## src/core/pmv_pkg.sv

```systemverilog
// Purpose: Shared constants for the program memory and vector block
// Assumes: Byte-addressed program space, 16-bit instruction words
// Notes: All offsets and vectors are byte addresses
package pmv_pkg;
    localparam int PC_W = 21;
    localparam int WORD_W = 16;
    localparam int DATA_ADDR_W = 12;
    localparam int DATA_W = 8;
    localparam int STACK_DEPTH = 31;
    localparam int SP_W = 5;
    localparam logic [20:0] RESET_VEC = 21'h000000;
    localparam logic [20:0] HIGH_VEC = 21'h000008;
    localparam logic [20:0] LOW_VEC = 21'h000018;
    localparam logic [20:0] PC_STEP = 21'h000002;
    localparam logic [20:0] FLASH_BYTES_SMALL = 21'h00C000;
    localparam logic [20:0] FLASH_BYTES_LARGE = 21'h010000;
    localparam int WORDS_SMALL = 24576;
    localparam int WORDS_LARGE = 32768;
    localparam logic [15:0] NOP_WORD = 16'h0000;
    localparam logic [4:0] SP_RESET = 5'h00;
    localparam logic [4:0] SP_STEP = 5'h01;
    typedef enum logic [1:0] {PMV_RUN, PMV_SLEEP} pmv_mode_e;
endpackage

```

## src/core/pmv_core.sv

```systemverilog
// Purpose: Program counter, vectoring and fetch for an 8-bit core
// Assumes: Core sequencer supplies step and sleep requests and global interrupt enables
// Notes: One fetch per clock; data port runs independently
//
// Function
// Program counter is 21 bits wide, addressing two megabytes.
// Fetch beyond implemented flash returns all-zero word, a no-operation.
// Small variant has 48 Kbytes flash, large variant 64 Kbytes.
// After any reset fetching starts at address zero.
// Exactly two interrupt vectors, at 0008h and 0018h.
// Interrupt wake with a global enable set loads the vector.
// That wake pushes the PC to stack top and advances pointer.
// Interrupt wake sets flag bits identifying the wake source.
// Program and data memories use separate buses, concurrently.
// High priority uses 0008h, low priority uses 0018h.
`timescale 1ns/100ps
module pmv_core #(
    parameter bit LARGE_VARIANT = 1'b1,
    parameter int N_SRC = 8
) (
    // Clock and reset
    input wire logic clk_in,
    input wire logic reset_n_in,
    // Core sequencer
    input wire logic step_in,
    input wire logic sleep_req_in,
    input wire logic high_prio_global_irq_enable_in,
    input wire logic low_prio_global_irq_enable_in,
    // Interrupt sources, level, same clock
    input wire logic [N_SRC-1:0] irq_req_in,
    input wire logic [N_SRC-1:0] irq_en_in,
    input wire logic [N_SRC-1:0] irq_high_in,
    input wire logic [N_SRC-1:0] flag_clr_in,
    // Program bus
    output logic [pmv_pkg::PC_W-1:0] prog_addr_out,
    input wire logic [pmv_pkg::WORD_W-1:0] prog_data_in,
    output logic [pmv_pkg::WORD_W-1:0] instr_out,
    // Data bus, separate from program bus
    input wire logic [pmv_pkg::DATA_ADDR_W-1:0] data_addr_in,
    input wire logic data_rd_in,
    output logic [pmv_pkg::DATA_ADDR_W-1:0] data_addr_out,
    output logic data_rd_out,
    // Vector and stack state
    output logic sleeping_out,
    output logic [pmv_pkg::DATA_W-1:0] stack_top_upper_byte_out,
    output logic [pmv_pkg::DATA_W-1:0] stack_top_high_byte_out,
    output logic [pmv_pkg::DATA_W-1:0] stack_top_low_byte_out,
    output logic [pmv_pkg::SP_W-1:0] hw_stack_pointer_out,
    output logic [N_SRC-1:0] peripheral_irq_flag_regs_out
);
    // flash size per variant
    localparam logic [20:0] FLASH_TOP =
        LARGE_VARIANT ? pmv_pkg::FLASH_BYTES_LARGE : pmv_pkg::FLASH_BYTES_SMALL;

    typedef struct packed {
        pmv_pkg::pmv_mode_e mode;
        logic [pmv_pkg::PC_W-1:0] pc;
        logic [pmv_pkg::PC_W-1:0] tos;
        logic [pmv_pkg::SP_W-1:0] sp;
        logic [N_SRC-1:0] flags;
        logic [pmv_pkg::WORD_W-1:0] instr;
        logic [pmv_pkg::DATA_ADDR_W-1:0] daddr;
        logic drd;
    } pmv_state_s;

    pmv_state_s st_q;
    pmv_state_s st_d;
    logic [pmv_pkg::WORD_W-1:0] gated_word;
    logic [N_SRC-1:0] pend;
    logic any_high;
    logic any_low;
    logic wake;

    // range gate on every fetch
    pmv_fetch_gate #(
        .FLASH_BYTES(FLASH_TOP)
    ) u_gate (
        .addr_in(st_q.pc),
        .flash_data_in(prog_data_in),
        .word_out(gated_word),
        .in_range_out()
    );

    // Pending enabled sources split by priority
    always_comb
    begin
        pend = irq_req_in & irq_en_in;
        any_high = |(pend & irq_high_in);
        any_low = |(pend & ~irq_high_in);
        wake = (st_q.mode == pmv_pkg::PMV_SLEEP) && (any_high || any_low);
    end

    // Next state; sleep request has priority over stepping, wake only from sleep
    always_comb
    begin
        st_d = st_q;
        // flags set by sources, set wins over clear
        st_d.flags = (st_q.flags & ~flag_clr_in) | irq_req_in;
        // data access passes in parallel with fetch
        st_d.daddr = data_addr_in;
        st_d.drd = data_rd_in;
        // fetched word, zero past flash top
        st_d.instr = gated_word;
        unique case (st_q.mode)
            pmv_pkg::PMV_RUN:
            begin
                if (sleep_req_in)
                    st_d.mode = pmv_pkg::PMV_SLEEP;
                else if (step_in)
                    st_d.pc = st_q.pc + pmv_pkg::PC_STEP;
            end
            pmv_pkg::PMV_SLEEP:
            begin
                if (wake)
                begin
                    st_d.mode = pmv_pkg::PMV_RUN;
                    // vector only with a global enable
                    if (high_prio_global_irq_enable_in || low_prio_global_irq_enable_in)
                    begin
                        // high priority takes 0008h
                        // two fixed vectors
                        st_d.pc = any_high ? pmv_pkg::HIGH_VEC : pmv_pkg::LOW_VEC;
                        // push return address
                        st_d.tos = st_q.pc;
                        st_d.sp = st_q.sp + pmv_pkg::SP_STEP;
                    end
                end
            end
            default:
                st_d.mode = pmv_pkg::PMV_RUN;
        endcase
    end

    // State register; R4 PC starts at reset vector
    always_ff @(posedge clk_in or negedge reset_n_in)
    begin
        if (!reset_n_in)
        begin
            st_q <= '0;
            st_q.mode <= pmv_pkg::PMV_RUN;
            st_q.pc <= pmv_pkg::RESET_VEC;
            st_q.sp <= pmv_pkg::SP_RESET;
        end
        else
            st_q <= st_d;
    end

    // full 21-bit address out
    assign prog_addr_out = st_q.pc;
    assign instr_out = st_q.instr;
    assign data_addr_out = st_q.daddr;
    assign data_rd_out = st_q.drd;
    assign sleeping_out = (st_q.mode == pmv_pkg::PMV_SLEEP);
    assign stack_top_upper_byte_out = {3'h0, st_q.tos[20:16]};
    assign stack_top_high_byte_out = st_q.tos[15:8];
    assign stack_top_low_byte_out = st_q.tos[7:0];
    assign hw_stack_pointer_out = st_q.sp;
    assign peripheral_irq_flag_regs_out = st_q.flags;

    // ------------------------------
    // Assertions
    // ------------------------------
    property p_reset_vec;
        @(posedge clk_in) $rose(reset_n_in) |-> st_q.pc == pmv_pkg::RESET_VEC;
    endproperty
    a_reset_vec: assert property (p_reset_vec) else $error("pc not zero after reset");

    property p_high_vec;
        @(posedge clk_in) disable iff (!reset_n_in)
        (wake && any_high && high_prio_global_irq_enable_in) |=> st_q.pc == pmv_pkg::HIGH_VEC;
    endproperty
    a_high_vec: assert property (p_high_vec) else $error("high vector not loaded");

    property p_low_vec;
        @(posedge clk_in) disable iff (!reset_n_in)
        (wake && !any_high && low_prio_global_irq_enable_in) |=> st_q.pc == pmv_pkg::LOW_VEC;
    endproperty
    a_low_vec: assert property (p_low_vec) else $error("low vector not loaded");

    property p_push;
        @(posedge clk_in) disable iff (!reset_n_in)
        (wake && (high_prio_global_irq_enable_in || low_prio_global_irq_enable_in))
        |=> st_q.tos == $past(st_q.pc) && st_q.sp == $past(st_q.sp) + pmv_pkg::SP_STEP;
    endproperty
    a_push: assert property (p_push) else $error("stack push wrong");

    property p_no_vec;
        @(posedge clk_in) disable iff (!reset_n_in)
        (wake && !high_prio_global_irq_enable_in && !low_prio_global_irq_enable_in)
        |=> st_q.sp == $past(st_q.sp) && st_q.pc == $past(st_q.pc);
    endproperty
    a_no_vec: assert property (p_no_vec) else $error("vectored without enable");

    property p_nop;
        @(posedge clk_in) disable iff (!reset_n_in)
        (st_q.pc >= FLASH_TOP) |=> instr_out == pmv_pkg::NOP_WORD;
    endproperty
    a_nop: assert property (p_nop) else $error("fetch past flash not zero");

    property p_inrange;
        @(posedge clk_in) disable iff (!reset_n_in)
        (st_q.pc < FLASH_TOP) |=> instr_out == $past(prog_data_in);
    endproperty
    a_inrange: assert property (p_inrange) else $error("flash word lost");

    property p_flag;
        @(posedge clk_in) disable iff (!reset_n_in)
        (irq_req_in != '0)
        |=> (peripheral_irq_flag_regs_out & $past(irq_req_in)) == $past(irq_req_in);
    endproperty
    a_flag: assert property (p_flag) else $error("wake flag not set");

    property p_data;
        @(posedge clk_in) disable iff (!reset_n_in)
        data_rd_in |=> data_rd_out && data_addr_out == $past(data_addr_in);
    endproperty
    a_data: assert property (p_data) else $error("data access blocked");

    property p_step;
        @(posedge clk_in) disable iff (!reset_n_in)
        (!sleeping_out && step_in && !sleep_req_in)
        |=> prog_addr_out == $past(prog_addr_out) + pmv_pkg::PC_STEP;
    endproperty
    a_step: assert property (p_step) else $error("pc step wrong");

    c_wake_high: cover property (@(posedge clk_in) wake && any_high);
    c_wake_low: cover property (@(posedge clk_in) wake && !any_high);
    c_nop: cover property (@(posedge clk_in) st_q.pc >= FLASH_TOP);
endmodule

```

## src/core/pmv_fetch_gate.sv

```systemverilog
// Purpose: Gate a program fetch to the implemented flash range
// Assumes: Flash data arrives combinationally for the presented address
// Notes: Addresses past the flash top read as the all-zero word
`timescale 1ns/100ps
module pmv_fetch_gate #(
    parameter logic [20:0] FLASH_BYTES = pmv_pkg::FLASH_BYTES_LARGE
) (
    // Fetch address and raw flash data
    input wire logic [pmv_pkg::PC_W-1:0] addr_in,
    input wire logic [pmv_pkg::WORD_W-1:0] flash_data_in,
    // Gated word and range flag
    output logic [pmv_pkg::WORD_W-1:0] word_out,
    output logic in_range_out
);
    // Range compare against the implemented top
    always_comb
    begin
        in_range_out = (addr_in < FLASH_BYTES);
        word_out = in_range_out ? flash_data_in : pmv_pkg::NOP_WORD;
    end
endmodule

```

## config.mk

```make
export PLATFORM = sky130hd
export DESIGN_NAME = pmv_core
export DESIGN_NICKNAME = d
export VERILOG_FILES = /design/src/core/pmv_pkg.sv /design/src/core/pmv_core.sv /design/src/core/pmv_fetch_gate.sv
export SDC_FILE = /design/constraint.sdc
export NUM_CORES = 1
export LEC_CHECK = 0
export BUFFER_PORTS_ARGS = -buffer_cell sky130_fd_sc_hd__buf_2
export CAP_MARGIN = 25
export CORE_UTILIZATION = 50
export CTS_CLUSTER_DIAMETER = 30
export DETAILED_ROUTE_END_ITERATION = 12
export GPL_TIMING_DRIVEN = 0
export PLACE_DENSITY = 0.89
export SLEW_MARGIN = 20
export SYNTH_ARGS = -nofsm -noshare
export SYNTH_HDL_FRONTEND = slang
export SYNTH_SLANG_ARGS = --single-unit
```

## constraint.sdc

```tcl
create_clock -name clk_in -period 3.01 [get_ports clk_in]
set_input_delay 0.301 -clock clk_in [delete_from_list [all_inputs] [get_ports clk_in]]
set_output_delay 0.301 -clock clk_in [all_outputs]
set_load 0.02 [all_outputs]
```

==> impl.org <==
** STA
- For the pin with the worst max-slew slack, the measured transition is 502.5 ps.
- The number of max-slew violations in the final report is 0.
- Rel. slew slack :: 66.19%
- Setup repair after global routing missed its margin :: no
- PnR worst setup slack :: 1180 ps
- Final worst path period share :: 60.79%
- Final TNS setup :: 0 ps
- For the final database, setup skew stands at 13.10 ps.
- Timing would allow up to 546.5 MHz.
- Final-report hold violation count :: 0
- Smallest hold slack :: 45.00 ps
- Setup violations remaining at the end of the flow were counted as 0.
- Counting I/O delays and the setup requirement, the final critical path takes 1830 ps.

** Pwr
- Highest ir drop seen on vdd :: 0.3714 mV
- Dividing total power by cell area gives a power density of 547.0 nW/um^2.
- Pleak :: 2.827 nW

** Clocking
- Inserted Clock Buffers :: 9
- Clock Latency Late Sink :: 350 ps
- # H-tree levels :: 3
- CTS tree :: yes
- Sinks on Clock Net :: 83
- Clock-pin slew reported for the worst setup and hold paths after clock tree synthesis :: 90 ps
- The longest clock path from root to sink contains 2 buffers.
- Clk root buf :: clkbuf_8
- Resized Gates After CTS :: 0

** GRT
- Global-route wire length before repair :: 13.41 mm
- In the global route stage, met1 resource usage came out at 24.84%.
- GR Overflow Total :: 0
- For this run, global-route usage on met2 was measured as 33.95%.
- Met3 layer usage reported by global route :: 5.255%
- The global routing stage identified its most utilized layer as met2.
- Initial antenna violation count :: 0
- In the global route stage, overall resource usage came out at 20.13%.
- Entering global routing, the biggest net connects 54 pins.
- The via count of the first global-routing pass was 2890.

** Finish
- In the final design database the tool counted 586 nets.
- Synthesis-to-finish area growth :: 28.53%
- N_diodes :: 0
- Final Cell Area :: 5259 um^2
- Fraction of final layout cells with drive strength greater than 1 :: 54.98%

** Critical path
- On the worst path, the slowest cell contributes a delay of 550 ps.
- Required arrival time at the worst endpoint :: 3300 ps
- Kind of start point of the critical path :: flop
- Minimum setup slack among reg-to-reg paths :: 1180 ps
- Of all nets on the critical path, the largest fanout is 10.
- Data on the critical path arrives at its endpoint at 2120 ps.
- Setup crit end kind :: flop
- Setup Crit Path Kind :: flop to flop
- The largest individual stage delay along the critical path comes from the cell or4_1.
- The endpoint identified for the worst register-to-register timing path is instr_out[6]$_DFF_PN0_.
- In this run the worst setup path terminates at instr_out[6]$_DFF_PN0_.
- In this run the worst setup path begins at prog_addr_out[18]$_DFFE_PN0P_.
- The worst register-to-register path has a depth of 4.
- Reg-to-Reg Start :: prog_addr_out[18]$_DFFE_PN0P_
- The critical path goes through or4_1, nor2_1, clkbuf_1, and2_1.

** Detailed routing
- Post-Route WL :: 8.059 mm
- Using the TritonRoute via totals, the vias-per-cell ratio works out to 4.598.
- Before antenna repair, the detailed router went through 4 iterations.
- DRC violation total after the first TritonRoute iteration :: 103
- Number of remaining DRC errors :: 0
- Via total after detailed routing :: 2869
- Dividing the detail-routed wire length by the instance count gives 12.92 um.
- Final ANT Viol Nets :: 0

** Die
- Boundary Pins :: 155
- Die extent in y :: 92.46 um
- The initial utilization of the core area, before any placement, comes to 52.40%.
- The die is 92.46 um wide.
- Placement row count :: 32
- The die covers 8549 um^2.
- The core region is 7807 um^2.

** Synth
- After synthesis the cells add up to 4091 um^2.
- Yosys printed 0 warnings.
- Number of synthesized flops with an enable pin :: 0
- Number of distinct library cell variants in the gate-level netlist after synthesis :: 38
- FFs w/ async S/R, synth :: 100.0%
- Sequential elements use 50.76% of the synthesized area.
- Number of synthesized register bits :: 83
- In the synthesized netlist the dominant register cell turns out to be dfrtp_1.
- Avg Cell Area, Syn :: 11.66 um^2
- Synthesis produced 351 cells.

** Place
- At the end of routability-driven placement, the weighted congestion stood at 0.7291.
- Port buffering added 149 buffers.
- After detailed placement, the total cell area comes to 5010 um^2.
- At the placement stage, the worst setup path has a slack of 1093 ps.
- Detailed placement ended at an HPWL of 6.042 mm.

** Run
- Number of max-cap violations :: 0

** Status
- Result of the run :: finished clean

** Min path
- The path class of the tightest hold or removal check is input pin to flop.
state kept, by name, indices dropped and copies added, names as in the netlist:
signal	cells
prog_addr_out	20
instr_out	16
data_addr_out	12
peripheral_irq_flag_regs_out	8
stack_top_high_byte_out	8
stack_top_low_byte_out	7
hw_stack_pointer_out	5
stack_top_upper_byte_out	5
data_rd_out	1
st_q	1
power by group:
part | switching, mW | internal, mW
logic | 0.312 | 0.318
registers | 0.0838 | 1.20
clock network | 0.405 | 0.553
total | 0.800 | 2.08
per-layer routing:
layer,vias up,wire length [um]
li1,1399,-
met1,1344,3493
met2,110,3925
met3,16,487
met4,0,153
met5,-,0
per-stage QoR:
stage               std cells  utilization, %  total power, mW
global placement          606           63.78            1.919
finish                    624           67.36            2.876
floorplan                 355               -            1.729
detailed placement        607           64.17            1.946
global route              624           67.36            3.017
CTS                       624           67.36            2.908
worst max-delay path, delay by kind of cell (launching register included):
| family | cells | cell delay (ps) |
|---|---|---|
| buffers and inverters | 1 | 300 |
| DFF | 1 | 460 |
| and+or+nand+nor | 3 | 1020 |
repair_timing:
action                                  4_1_cts  5_1_grt
hold buffers                                  1        0
endpoints found under the setup margin        0        0
hold endpoints to repair                     30        0
buffers inserted                              0        0
synthesized netlist by cell type, drive strengths merged, types with 3 or more instances:
| library cell | n | area [um^2] |
|---|---|---|
| o21ai | 3 | 15.01 |
| xor2 | 15 | 131.4 |
| buf | 91 | 713.2 |
| inv | 9 | 33.78 |
| dfrtp | 83 | 2077 |
| a21o | 8 | 60.06 |
| nand3b | 8 | 60.06 |
| nand4 | 12 | 93.84 |
| nor4 | 4 | 40.04 |
| xnor2 | 7 | 61.31 |
| and2 | 16 | 100.1 |
| mux2 | 22 | 319.0 |
| nand3 | 11 | 60.06 |
| nor2 | 23 | 86.33 |
| nor3 | 4 | 31.28 |
| nand2 | 17 | 63.81 |
placed cells by master, fill, tap and decap left out, types with 9 or more instances in the layout:
master / netlist / routed
nand3_1: 10 / 10
mux2_4: 19 / 19
and2_1: 16 / 16
clkbuf_8: 0 / 9
nor2_1: 23 / 23
nand4_1: 9 / 9
buf_4: 86 / 87
buf_2: 1 / 149
nand2_1: 17 / 17
xor2_1: 15 / 15
inv_1: 9 / 9
dfrtp_1: 83 / 83
how the worst min path moves through the flow:
stage	start	to	slack [ps]	cells past startpoint
6_report	data_addr_in[7]	data_addr_out[7]$_DFF_PN0_	40	1
5_1_grt	data_addr_in[1]	data_addr_out[1]$_DFF_PN0_	30	1
4_1_cts	data_addr_in[7]	data_addr_out[7]$_DFF_PN0_	40	1
3_5_place_dp	reset_n_in	data_addr_out[8]$_DFF_PN0_	260	1
3_3_place_gp	data_addr_in[6]	data_addr_out[6]$_DFF_PN0_	410	1
2_1_floorplan	reset_n_in	data_addr_out[0]$_DFF_PN0_	5	0
cell families after synthesis:
group,count (synthesis),share of synthesized area (%)
buf+inv,102,18.44
flops,83,50.76
mux,22,7.798
other cells,1,0.09166
compound gates,16,2.905
simple gates,103,14.68
fa+ha+maj,2,0.6115
xor+xnor,22,4.710
final cells by class:
| cell class | count | area [um^2] |
|---|---|---|
| fill | 586 | 2549 |
| buffer | 93 | 720.7 |
| clock inverter | 6 | 111.4 |
| tap | 102 | 127.6 |
| inverter | 9 | 33.78 |
| multi-input combinational | 170 | 1275 |
| sequential | 83 | 2077 |
| clock buffer | 10 | 127.6 |
| timing repair buffer | 151 | 785.8 |
(Power assumes the default switching activity.)
